===== src/core/ipn_pkg.sv =====
// Purpose: Shared constants for the interrupt priority gate unit.
// Assumes: Byte-wide register port, 48 request sources, one 250 MHz clock.
// Notes: Register offsets are byte offsets on the plain register port.
package ipn_pkg;
    localparam int SRC_N = 48;
    localparam int LVL_REGS = 12;
    localparam int ADDR_W = 6;
    localparam int DATA_W = 8;
    localparam int LVL_W = 2;
    localparam int LVL_IDX_W = 4;
    localparam logic [5:0] OFS_SC = 6'h00;
    localparam logic [5:0] OFS_STACK = 6'h01;
    localparam logic [5:0] OFS_LVL0 = 6'h02;
    localparam logic [5:0] OFS_LVL_LAST = 6'h0D;
    localparam int EN_BIT = 7;
    localparam int EMPTY_BIT = 5;
    localparam int FULL_BIT = 4;
    localparam int POP_BIT = 3;
    localparam logic [2:0] STACK_DEPTH = 3'h4;
    localparam logic [1:0] MASK_RST = 2'h0;
    localparam logic [7:0] STACK_RST = 8'h00;
    localparam logic [7:0] LVL_RST = 8'h00;
    localparam logic [1:0] STOP_MASK = 2'h0;
    // Highest vector slot in the low address bits; each vector takes two bytes.
    localparam logic [5:0] VEC_TOP = 6'h3F;
    typedef logic [SRC_N*LVL_W-1:0] ipn_levels_t;

    // Source index from the low address bits seen during a vector fetch.
    function automatic logic [5:0] ipn_src_of_addr(input logic [5:0] addr);
        logic [5:0] diff;
        diff = VEC_TOP - addr;
        return {1'b0, diff[5:1]};
    endfunction

    // Level of one source out of the flat level vector.
    function automatic logic [1:0] ipn_level_of(input ipn_levels_t lv, input logic [5:0] src);
        return lv[src*LVL_W +: LVL_W];
    endfunction
endpackage


===== src/core/ipn_lvl_if.sv =====
// Purpose: Carries level-store access between the gate unit and its store.
// Assumes: Single clock, same domain on both sides.
// Notes: The store also returns all register read data from its own flop.
`timescale 1ns/1ps
interface ipn_lvl_if;
    import ipn_pkg::*;
    logic wr;
    logic [LVL_IDX_W-1:0] idx;
    logic [DATA_W-1:0] wdata;
    logic rd;
    logic [ADDR_W-1:0] rd_addr;
    logic [DATA_W-1:0] sc_byte;
    logic [DATA_W-1:0] stack_byte;
    logic [DATA_W-1:0] rdata;
    ipn_levels_t levels;
    modport ctrl (output wr, idx, wdata, rd, rd_addr, sc_byte, stack_byte,
                  input rdata, levels);
    modport store (input wr, idx, wdata, rd, rd_addr, sc_byte, stack_byte,
                   output rdata, levels);
endinterface


===== src/core/ipn_lvl_store.sv =====
// Purpose: Holds the per-source level bytes and registers all read data.
// Assumes: Writes and reads come from the gate unit on the same clock.
// Notes: Level bytes stay readable and writable whatever the gate state.
`timescale 1ns/1ps
module ipn_lvl_store
    import ipn_pkg::*;
(
    input wire logic clk_in,
    input wire logic rst_in,
    ipn_lvl_if.store bus
);
    logic [DATA_W-1:0] mem_r [LVL_REGS];
    logic [DATA_W-1:0] mem_nxt [LVL_REGS];
    logic [DATA_W-1:0] rdata_r;
    logic [DATA_W-1:0] rdata_nxt;
    logic [5:0] rel;

    always_comb begin
        rel = bus.rd_addr - OFS_LVL0;
        for (int i = 0; i < LVL_REGS; i++) begin
            mem_nxt[i] = mem_r[i];
        end
        if (bus.wr) begin
            mem_nxt[bus.idx] = bus.wdata;
        end
        rdata_nxt = 8'h00;
        if (bus.rd && bus.rd_addr == OFS_SC) begin
            rdata_nxt = bus.sc_byte;
        end else if (bus.rd && bus.rd_addr == OFS_STACK) begin
            rdata_nxt = bus.stack_byte;
        end else if (bus.rd && bus.rd_addr >= OFS_LVL0 && bus.rd_addr <= OFS_LVL_LAST) begin
            rdata_nxt = mem_r[rel[LVL_IDX_W-1:0]];
        end
    end

    always_ff @(posedge clk_in) begin
        if (rst_in) begin
            for (int i = 0; i < LVL_REGS; i++) begin
                mem_r[i] <= LVL_RST;
            end
            rdata_r <= 8'h00;
        end else begin
            mem_r <= mem_nxt;
            rdata_r <= rdata_nxt;
        end
    end

    always_comb begin
        for (int i = 0; i < LVL_REGS; i++) begin
            bus.levels[i*DATA_W +: DATA_W] = mem_r[i];
        end
    end
    assign bus.rdata = rdata_r;
endmodule


===== src/core/ipn_priority_gate_unit.sv =====
// Purpose: Gates core interrupt requests by programmable level and nests the mask.
// Assumes: Requests, fetch strobe and stop mode are synchronous to clk_in.
// Notes: Qualified requests are registered, so they lag the raw lines by one cycle.
//
// Behaviour
// - Each source has a 2-bit level 0..3; 3 is most urgent.
// - Level fields are readable and writable at any time.
// - Enabled: request passes only when its level is at least the mask.
// - In shallow stop the compare uses mask zero, so all requests pass.
// - Disabled: raw requests go straight to the core outputs.
// - Levels only gate; core arbitration order is untouched.
// - The mask sits in bits 1:0 of the status and control register.
// - A vector fetch while enabled loads the mask with the serviced source's level.
// - A fetch-driven mask update pushes the old mask onto the stack.
// - Writing one to the pop command while enabled restores the mask from the stack.
// - The history stack holds exactly four 2-bit entries.
// - Full flag is set when the last entry fills, updated each push/pop.
// - Empty flag is set when every saved entry has been popped.
// - Enable is bit 7; when clear, requests bypass and the stack never changes.
// - Push puts newest in bits 7:6, oldest falls out of bits 1:0.
// - Pop moves bits 7:6 into the mask and shifts zeros into bits 1:0.
// - Direct mask writes do not push; with pop while enabled, pop wins.
`timescale 1ns/1ps
module ipn_priority_gate_unit
    import ipn_pkg::*;
(
    input wire logic clk_in,
    input wire logic rst_in,
    input wire logic [ADDR_W-1:0] reg_addr_in,
    input wire logic [DATA_W-1:0] reg_wdata_in,
    input wire logic reg_wr_in,
    input wire logic reg_rd_in,
    output logic [DATA_W-1:0] reg_rdata_out,
    input wire logic [SRC_N-1:0] raw_irq_in,
    input wire logic vector_fetch_strobe_in,
    input wire logic [5:0] core_addr_low_in,
    input wire logic shallow_stop_mode_in,
    output logic [SRC_N-1:0] qualified_irq_out
);
    ////////////////////////////////////////////////////////////////////////////
    // Level store and register reads.

    ipn_lvl_if lvl ();

    ipn_lvl_store u_store (
        .clk_in(clk_in),
        .rst_in(rst_in),
        .bus(lvl.store)
    );

    logic gate_enable_bit_r;
    logic gate_enable_bit_nxt;
    logic [1:0] priority_mask_r;
    logic [1:0] priority_mask_nxt;
    logic [7:0] mask_history_stack_r;
    logic [7:0] mask_history_stack_nxt;
    logic [2:0] depth_r;
    logic [2:0] depth_nxt;
    logic fetch_d_r;
    logic fetch_d_nxt;
    logic [SRC_N-1:0] qirq_r;
    logic [SRC_N-1:0] qirq_nxt;
    logic sc_wr;
    logic lvl_wr;
    logic [5:0] lvl_rel;
    logic fetch_edge;
    logic mask_pop_cmd;
    logic history_full_flag;
    logic history_empty_flag;
    logic [5:0] fetch_src;
    logic [1:0] fetch_level;
    logic [1:0] eff_mask;

    assign sc_wr = reg_wr_in && reg_addr_in == OFS_SC;
    assign lvl_rel = reg_addr_in - OFS_LVL0;
    assign lvl_wr = reg_wr_in && reg_addr_in >= OFS_LVL0 && reg_addr_in <= OFS_LVL_LAST;
    assign history_full_flag = depth_r == STACK_DEPTH;
    assign history_empty_flag = depth_r == 3'h0;

    // Level bytes are open to software regardless of enable or activity.
    assign lvl.wr = lvl_wr;
    assign lvl.idx = lvl_rel[LVL_IDX_W-1:0];
    assign lvl.wdata = reg_wdata_in;
    assign lvl.rd = reg_rd_in;
    assign lvl.rd_addr = reg_addr_in;
    assign lvl.sc_byte = {gate_enable_bit_r, 1'b0, history_empty_flag,
                          history_full_flag, 2'b00, priority_mask_r};
    assign lvl.stack_byte = mask_history_stack_r;
    assign reg_rdata_out = lvl.rdata;

    ////////////////////////////////////////////////////////////////////////////
    // Mask update, push and pop.

    // Only the rising edge counts, so a strobe held for several cycles pushes once.
    assign fetch_edge = vector_fetch_strobe_in && !fetch_d_r;
    assign fetch_src = ipn_src_of_addr(core_addr_low_in);
    assign fetch_level = ipn_level_of(lvl.levels, fetch_src);
    // Pop acts only while already enabled, matching the bypass that freezes the stack.
    assign mask_pop_cmd = sc_wr && reg_wdata_in[POP_BIT] && gate_enable_bit_r;

    always_comb begin
        gate_enable_bit_nxt = gate_enable_bit_r;
        priority_mask_nxt = priority_mask_r;
        mask_history_stack_nxt = mask_history_stack_r;
        depth_nxt = depth_r;
        fetch_d_nxt = vector_fetch_strobe_in;
        if (sc_wr) begin
            gate_enable_bit_nxt = reg_wdata_in[EN_BIT];
            priority_mask_nxt = reg_wdata_in[1:0];
        end
        if (mask_pop_cmd) begin
            priority_mask_nxt = mask_history_stack_r[7:6];
            mask_history_stack_nxt = {mask_history_stack_r[5:0], 2'b00};
            if (depth_r != 3'h0) begin
                depth_nxt = depth_r - 3'h1;
            end
        end
        // A fetch in the same cycle as a pop stacks the popped value again.
        if (fetch_edge && gate_enable_bit_r) begin
            mask_history_stack_nxt = {priority_mask_nxt, mask_history_stack_nxt[7:2]};
            priority_mask_nxt = fetch_level;
            if (depth_nxt != STACK_DEPTH) begin
                depth_nxt = depth_nxt + 3'h1;
            end
        end
    end

    always_ff @(posedge clk_in) begin
        if (rst_in) begin
            gate_enable_bit_r <= 1'b0;
            priority_mask_r <= MASK_RST;
            mask_history_stack_r <= STACK_RST;
            depth_r <= 3'h0;
            fetch_d_r <= 1'b0;
        end else begin
            gate_enable_bit_r <= gate_enable_bit_nxt;
            priority_mask_r <= priority_mask_nxt;
            mask_history_stack_r <= mask_history_stack_nxt;
            depth_r <= depth_nxt;
            fetch_d_r <= fetch_d_nxt;
        end
    end

    ////////////////////////////////////////////////////////////////////////////
    // Request qualification.

    // Stop mode substitutes a zero mask rather than changing the stored one.
    assign eff_mask = shallow_stop_mode_in ? STOP_MASK : priority_mask_r;

    always_comb begin
        for (int i = 0; i < SRC_N; i++) begin
            if (!gate_enable_bit_r) begin
                qirq_nxt[i] = raw_irq_in[i];
            end else begin
                // Each line is gated alone; no ordering between sources is imposed.
                qirq_nxt[i] = raw_irq_in[i]
                    && ipn_level_of(lvl.levels, 6'(i)) >= eff_mask;
            end
        end
    end

    always_ff @(posedge clk_in) begin
        if (rst_in) begin
            qirq_r <= '0;
        end else begin
            qirq_r <= qirq_nxt;
        end
    end
    assign qualified_irq_out = qirq_r;
endmodule


===== config.mk =====
export PLATFORM = sky130hd
export DESIGN_NAME = ipn_priority_gate_unit
export DESIGN_NICKNAME = d
export VERILOG_FILES = /design/src/core/ipn_pkg.sv /design/src/core/ipn_lvl_if.sv /design/src/core/ipn_lvl_store.sv /design/src/core/ipn_priority_gate_unit.sv
export SDC_FILE = /design/constraint.sdc
export NUM_CORES = 1
export LEC_CHECK = 0
export BUFFER_PORTS_ARGS = -buffer_cell sky130_fd_sc_hd__buf_2
export CAP_MARGIN = 10
export CORE_MARGIN = 2
export CORE_UTILIZATION = 49
export CTS_CLUSTER_SIZE = 12
export DETAILED_ROUTE_END_ITERATION = 16
export HOLD_SLACK_MARGIN = 0.08
export PLACE_DENSITY = 0.75
export SLEW_MARGIN = 20
export SYNTH_ARGS = -nofsm -noshare
export SYNTH_HDL_FRONTEND = slang
export SYNTH_SLANG_ARGS = --single-unit

===== constraint.sdc =====
create_clock -name clk_in -period 8.5 [get_ports clk_in]
set_input_delay 1.7 -clock clk_in [delete_from_list [all_inputs] [get_ports clk_in]]
set_output_delay 1.7 -clock clk_in [all_outputs]
set_load 0.02 [all_outputs]

==> metrics.txt, run 1 <==
syn avg cell area=8.666 um2; IO Port Bufs=128; clock root buffer=clkbuf_16; R2R depth=5; Synth Flop Type=dfxtp_1; CTS clock-pin slew for the worst setup and hold paths=~0.070 ns; period utilisation layout=0.5047; post-route setup slack=4.210 ns; via/cell ratio=5.577; grt total ovfl=0; FMAX=233.1 MHz; clock buffer count from CTS=17; post-cts sizing count=0; post-place setup slack=3.819 ns; Ports=130; largest family of logic cells by synthesized area=compound AO/OA/AOI/OAI gates; proportion of layout cells with a drive suffix above 1=0.1712; Total GRT Usage=0.2512; Hold EP=u_store.bus.levels[73]; Post-Synth Adder-Cell Area=0.1289; gr busiest metal=met2; total of max-cap violations=0; routed wire length=24880 um; Worst Setup Start Kind=input port; core area=0.01933 mm2; Pins Over Slew Limit=0; Final Hold Fails=0; post-synth cell types=51; initial antenna violation count=3; HP Class=reg2reg; setup repair after global routing missed its margin=no; largest net degree at the start of global routing=94; hold path startpoint=u_store.bus.levels[73]; capturing point of the worst reg2reg path=lvl.stack_byte[0]; Post-Syn Nets=1282; r2r startpoint=gate_enable_bit_r; routability cong.=0.9640; met1 Resource Use GR=0.3315; R2R setup slack=around 5.6 ns; hold_ws=0.4956 ns; min Tclk post-route=about 4.3 ns; nets@finish=1369; commonest non-fill, non-tap cells in the layout=inv_1 (197), dfxtp_1 (166), buf_2 (127), o21ai_0 (116), ha_1 (99); compound-cell area share of the yosys netlist=0.1844; worst skew pair latency=0.45 ns; GRT met2 Usage=0.4113; synthesis warning total=0; P&R area growth vs syn=14.24%; width of the die=144.0 um; Mapped Area=0.009610 mm2; mux cell area share after synthesis=0.1389; hold_buf cts=0; sequential share of the synthesized area=0.3479; clk sink count=167; hpwl dp=approximately 17000 um; Hold Path Stages=2; xor/xnor share of the synthesized area=0.004427; Max Clock Skew=0.01221 ns; via count=8243; Filler cells=1764; data arrival time of the worst path=4.65 ns; postcts setup bufs=0; vias in the first global route=7807; Routed Antenna Nets=0; routing usage on met3=0.04503; 1st-pass router iterations=5; cells after synthesis=about 1100; most common cell after layout, fill and taps aside=inv_1; CP max FO=36; CTS Buffer Depth=2; Std-Cell Rows=51; die span in y=144.0 um; EDFF count, synth=0; #FFs+latches synth=167; Post-Synth Simple-Gate Area=0.08970; die area=0.02075 mm2; VDD IR-drop max=130.9 uV; TritonCTS clock tree=yes; fraction of registers with async set/reset=0; DR WL/cell=16.84 um; Starting Density=0.4971; Post-Route Setup TNS=0 ns; DR iter-0 viols=700; Crit Path Category=in2reg; Max-Slew Margin vs Limit=0.2880; final setup vio count=0; worst slew pin tran=1.068 ns; first-pass GRT wire length=40400 um; Setup crit end kind=register; CP required=between 8 and 9 ns; DRC viols=0; Leak=~0.0043 uW; status=finished, final reports clean; pwr dens=160.5 mW/mm2; CTS HTree Levels=4
-- Yosys cell counts (4+ instances only) --
cell / count / area (um2)
inv_1: 197 / 739.5
dfxtp_1: 167 / 3343
o21ai_0: 116 / 580.6
ha_1: 99 / 1239
a21oi_1: 87 / 435.4
nand2_1: 77 / 289.0
mux2i_1: 76 / 760.7
nor2_1: 58 / 217.7
a311oi_1: 48 / 420.4
clkbuf_1: 40 / 150.1
a22oi_1: 25 / 187.7
mux4_2: 24 / 540.5
buf_2: 11 / 55.05
buf_1: 9 / 33.78
nand3_1: 6 / 30.03
a211oi_1: 5 / 37.54
nor2b_1: 5 / 31.28
o21ai_1: 5 / 25.02
and2_1: 4 / 25.02
buf_4: 4 / 30.03
-- report_power, final --
part | leakage [uW] | internal [uW] | switching (uW)
registers | 0.00136 | 797 | 5.15
clock network | 0.000289 | 466 | 343
logic | 0.00263 | 51.2 | 98.9
-- state kept, by name, summed over array words and instances (netlist names) --
signal	flops
qualified_irq_out	48
depth_r	3
u_store.bus.levels	96
lvl.stack_byte	8
priority_mask_r	2
gate_enable_bit_r	1
u_store.bus.rdata	8
fetch_d_r	1
-- critical path, stage by stage --
cell	delay, ns
buf_2	0.59
inv_1	0.11
ha_1	0.57
clkinv_1	0.31
or2_1	0.29
buf_4	0.23
nor2_1	0.52
nand2_1	0.13
a21oi_1	0.16
-- layer usage --
metal	vias to the layer above	part of all wire
met5	-	0
met4	0	0.025
met3	53	0.065
met2	295	0.48
met1	3868	0.43
li1	4027	-
-- cells by family after synthesis --
logic type,after synthesis
AND/OR/NAND/NOR,177
adder cells (fa/ha/maj),99
XOR/XNOR,4
buffers and inverters,263
AO/OA/AOI/OAI,296
multiplexers,103
flip-flops,167
-- metrics by stage --
stage	utilization	cells	total power, uW	cell area [um2]
2_1_floorplan	-	1109	917.5	9610
3_3_place_gp	0.5358	1442	967.2	10360
3_5_place_dp	0.5358	1442	968.1	10360
4_1_cts	0.5671	1474	1766	10960
5_1_grt	0.5677	1477	1813	10980
6_report	0.5679	1478	1762	10980
-- layout make-up --
| cell class | count | area, um2 | area share |
|---|---|---|---|
| Multi-Input combinational cell | 679 | 5265 | 0.4795 |
| Sequential cell | 167 | 3344 | 0.3046 |
| Inverter | 198 | 743.2 | 0.06769 |
| Timing Repair Buffer | 133 | 680.7 | 0.06199 |
| Clock buffer | 19 | 432.9 | 0.03943 |
| Tap cell | 265 | 331.6 | 0.03020 |
| Clock inverter | 13 | 171.4 | 0.01561 |
| Antenna cell | 4 | 10.01 | 0.0009117 |
-- worst max-delay path by stage --
stage / start / endpoint / slack, ns / cells after the start
global route: reg_addr_in[1] / u_store.bus.levels[9] / 3.98 / 9
finish: reg_addr_in[1] / u_store.bus.levels[27] / 4.21 / 9
detailed placement: reg_addr_in[1] / u_store.bus.levels[30] / 3.82 / 9
CTS: reg_addr_in[1] / u_store.bus.levels[27] / 4.27 / 9
global placement: reg_addr_in[1] / u_store.bus.levels[19] / 3.92 / 9
floorplan: shallow_stop_mode_in / qualified_irq_out[16] / 4.12 / 4
Power figures use the tool's default switching activity.
==> run 2: changes to the inputs <==
Settings changed: PLACE_DENSITY 0.75 to 0.77.
Clock period 8.5 ns to 3.8 ns, I/O delays scaled along.
==> metrics.txt, run 2 (synthesis results as in run 1) <==
via/cell ratio=5.575; Pint=2965 uW; data arrival time of the worst path=about 3.4 ns; CP max FO=25; DR WL/cell=17.31 um; met3 wire length=1852 um; width of the die=between 100 and 150 um; Net Sw Power=about 1000 uW; met1 wire length=between 10000 and 15000 um; Crit Path Category=in2reg; die span in y=144.0 um; Filler cells=1705; first-pass GRT wire length=about 40000 um; hpwl dp=roughly 18000 um; Leak=around 0.0043 uW; min Tclk post-route=3.023 ns; HP Class=reg2reg; initial antenna violation count=2; hold_buf cts=0; IO Port Bufs=128; DRC viols=0; most common cell after layout, fill and taps aside=inv_1; clock power share=0.466; die area=just over 0.02 mm2; placed cell area=0.01046 mm2; hold_ws=between 0.4 and 0.5 ns; pwr dens=361.4 mW/mm2; commonest non-fill, non-tap cells in the layout=inv_1 (197), dfxtp_1 (166), buf_2 (127), o21ai_0 (116), ha_1 (99); period utilisation layout=0.7956; Pins Over Slew Limit=0; Max-Slew Margin vs Limit=0.3648; highest routed layer=met4; Final Hold Fails=0; Post-Route Setup TNS=0 ns; largest net degree at the start of global routing=65; TritonCTS clock tree=yes; total of max-cap violations=0; design area=between 0.01 and 0.015 mm2; post-cts sizing count=0; CP required=4.16 ns; FMAX=about 330 MHz; Std-Cell Rows=51; Routed Antenna Nets=0; CTS Buffer Depth=2; nets@finish=1379; Max Clock Skew=0.01088 ns; 1st-pass router iterations=5; clock root buffer=clkbuf_16; P&R area growth vs syn=15.45%; routability cong.=0.9520; grt total ovfl=0; Starting Density=0.4971; worst slew pin tran=0.9529 ns; Logic pwr share=0.086; vias in the first global route=8012; proportion of layout cells with a drive suffix above 1=0.1797; setup repair after global routing missed its margin=no; final setup vio count=0; routed wire length=~26000 um; Flop pwr share=0.447; Ports=130; metal2 WL=around 12000 um; DR iter-0 viols=760; VDD IR-drop max=approximately 300 uV; total power=4010 uW; core area=just under 0.02 mm2; status=finished, final reports clean; Setup crit end kind=register; max reg flops=96; CTS clock-pin slew for the worst setup and hold paths=0.07 ns; clock buffer count from CTS=17; switching part of the total=0.2606; Worst Setup Start Kind=input port; CTS HTree Levels=4; via count=8285; worst skew pair latency=0.45 ns; Total GRT Usage=0.2569; postcts setup bufs=0; clk sink count=167
[run 2: changes by cell type in the layout (fill, tap and decap cells not counted), sizes merged]
cell	change
buf	+10
inv	+5
clkinv	-3
diode	-2
clkbuf	-2
[run 2: cell type report]
type,instances,area (um2),area share
Clock buffer,17,425.4,0.03834
Clock inverter,15,205.2,0.01849
Timing Repair Buffer,143,780.7,0.07037
Multi-Input combinational cell,679,5260,0.4741
Sequential cell,167,3344,0.3014
Inverter,198,743.2,0.06698
Tap cell,265,331.6,0.02988
Antenna cell,2,5.005,0.0004511
[run 2: power by group through the flow]
stage | logic [uW] | clock network (uW) | registers, uW
final | 347 | 1870 | 1790
after floorplan | 186 | 0 | 1870
after global placement | 338 | 0 | 1830
after global routing | 374 | 1970 | 1790
after detailed placement | 341 | 0 | 1830
after CTS | 343 | 1890 | 1790
[run 2: critical path, stage by stage]
cell and delay, ns:
buf_2 0.16, inv_1 0.06, ha_1 0.54, clkinv_1 0.33, or2_1 0.61, nor2_1 0.56
nand2_1 0.16, a21oi_1 0.19
[run 2: metal layers]
layer,global-route usage,up-vias
met4,0.1006,0
met1,0.3345,3846
li1,-,4037
met2,0.4203,344
met5,0,-
met3,0.05166,58
[run 2: final timing paths]
kind	from	end	slack, ns	depth (start not counted)
setup / recovery	reg_addr_in[2]	u_store.bus.levels[23]	0.78	8
hold reg to reg	u_store.bus.levels[80]	u_store.bus.levels[80]	0.50	2
hold / removal	u_store.bus.levels[80]	u_store.bus.levels[80]	0.50	2
setup reg to reg	gate_enable_bit_r	lvl.stack_byte[5]	1.42	6
[run 2: per-stage QoR]
stage / instances / setup WS (ns) / utilization
after detailed placement: 1452 / 0.4720 / 0.5410
after floorplan: 1109 / 0.3599 / -
after CTS: 1484 / 0.8686 / 0.5736
after global placement: 1452 / 0.5765 / 0.5410
final: 1486 / 0.7768 / 0.5739
after global routing: 1486 / 0.6960 / 0.5739
==> run 3: changes to the inputs <==
Clock period 3.8 ns to 2.7 ns, I/O delays scaled along.
==> metrics.txt, run 3 (synthesis results as in run 1) <==
post-cts sizing count=0; data arrival time of the worst path=about 2.6 ns; Slowest-stage cell, CP=nor2_1; Std-Cell Rows=51; post-route setup slack=between 0.4 and 0.5 ns; die span in y=between 100 and 150 um; via count=8451; die area=about 0.021 mm2; Leak=0.004428 uW; clock root buffer=clkbuf_16; nets@finish=between 1000 and 1500; grt total ovfl=0; Total GRT Usage=0.2581; CP required=3.07 ns; clock buffer count from CTS=17; Crit Path Category=in2reg; CTS Buffer Depth=2; commonest non-fill, non-tap cells in the layout=inv_1 (197), dfxtp_1 (166), buf_2 (127), o21ai_0 (116), ha_1 (99); hold_buf cts=0; max reg flops=96; post-place setup slack=0.05312 ns; VDD IR-drop max=429.6 uV; FMAX=444.3 MHz; postcts setup bufs=0; period utilisation layout=0.8337; Starting Density=0.4971; largest net degree at the start of global routing=49; total of max-cap violations=0; pwr dens=503.8 mW/mm2; DR WL/cell=17.42 um; DRC viols=0; width of the die=roughly 140 um; routed wire length=26140 um; Final Hold Fails=0; 1st-pass router iterations=6; clk sink count=~170; Bufs and invs on worst path=3; vias in the first global route=approximately 8000; final setup vio count=0; hpwl dp=18480 um; TritonCTS clock tree=yes; first-pass GRT wire length=around 41000 um; core area=0.01933 mm2; Pins Over Slew Limit=0; Post-Route Setup TNS=0 ns; CP top delay family=simple AND/OR/NAND/NOR gates; Ports=130; initial antenna violation count=3; crit-path max cell delay=0.54 ns; Max Clock Skew=roughly 0.014 ns; CP max FO=21; status=finished, final reports clean; via/cell ratio=5.634; IO Port Bufs=128; Critical Path, Cell by Cell=buf_2, inv_1, ha_1, xor2_2, buf_4, nand2_2, nor2_1, nand2_1, a21oi_1; min Tclk post-route=roughly 2.3 ns; HP Class=in2reg; proportion of layout cells with a drive suffix above 1=0.1890; Util after Layout=0.5798; P&R area growth vs syn=16.64%; worst skew pair latency=0.45 ns; setup repair after global routing missed its margin=no; most common cell after layout, fill and taps aside=inv_1; routability cong.=0.9619; Max-Slew Margin vs Limit=0.5470; DR iter-0 viols=728; Setup crit end kind=register; Worst Setup Start Kind=input port; CTS HTree Levels=4; CTS clock-pin slew for the worst setup and hold paths=about 0.08 ns; Routed Antenna Nets=0; worst slew pin tran=0.6781 ns
run 3: cell types whose count changed in the layout (fill, tap and decap cells not counted), sizes merged:
cell	change
inv	+1
clkinvlp	-2
bufinv	-1
buf	+14
clkinv	+2
run 3: layout make-up:
class / instances / area (um2)
fillers: 1672 / 8125
diodes: 2 / 5.005
clock inverters: 15 / 201.4
inverters: 198 / 743.2
clock buffers: 17 / 425.4
multi-input cells: 679 / 5260
repair buffers: 157 / 898.4
flip-flops and latches: 167 / 3344
well taps: 265 / 331.6
run 3: routing by layer:
| layer | track usage | vias to the layer above | routed length [um] |
|---|---|---|---|
| met1 | 0.3372 | 3944 | 11000 |
| li1 | - | 4059 | - |
| met2 | 0.4243 | 388 | 12400 |
| met5 | 0 | - | 11 |
| met4 | 0.09701 | 2 | 623 |
| met3 | 0.05000 | 58 | 2107 |
run 3: power by group:
part | total (uW) | internal, uW | leakage, uW | switching [uW]
Clock | 2620 | 1430 | 0.000310 | 1190
Combinational | 507 | 179 | 0.00276 | 328
Sequential | 2520 | 2510 | 0.00136 | 15.2
Total | 5650 | 4110 | 0.00443 | 1530
run 3: tightest hold or removal path, delay by kind of cell:
family	cells	cell delay [ns]
buf+inv	2	0.13
compound gates	1	0.04
run 3: path summary, 6_finish.rpt:
check,from,to,slack [ns],cells after the start
max,reg_addr_in[1],u_store.bus.levels[83],0.45,9
min,raw_irq_in[39],qualified_irq_out[39],0.31,3
max reg2reg,gate_enable_bit_r,depth_r[0],0.75,6
min reg2reg,u_store.bus.levels[72],u_store.bus.levels[72],0.51,2
run 3: metrics by stage:
stage / power, uW / instance area (um2) / cells / hold slack (ns)
floorplan: 2889 / 9614 / 1109 / 0.4579
global placement: 3071 / 10580 / 1466 / 0.4797
detailed placement: 3077 / 10580 / 1466 / 0.4895
CTS: 5667 / 11200 / 1498 / 0.2907
global route: 5824 / 11210 / 1500 / 0.3078
finish: 5647 / 11210 / 1500 / 0.3060
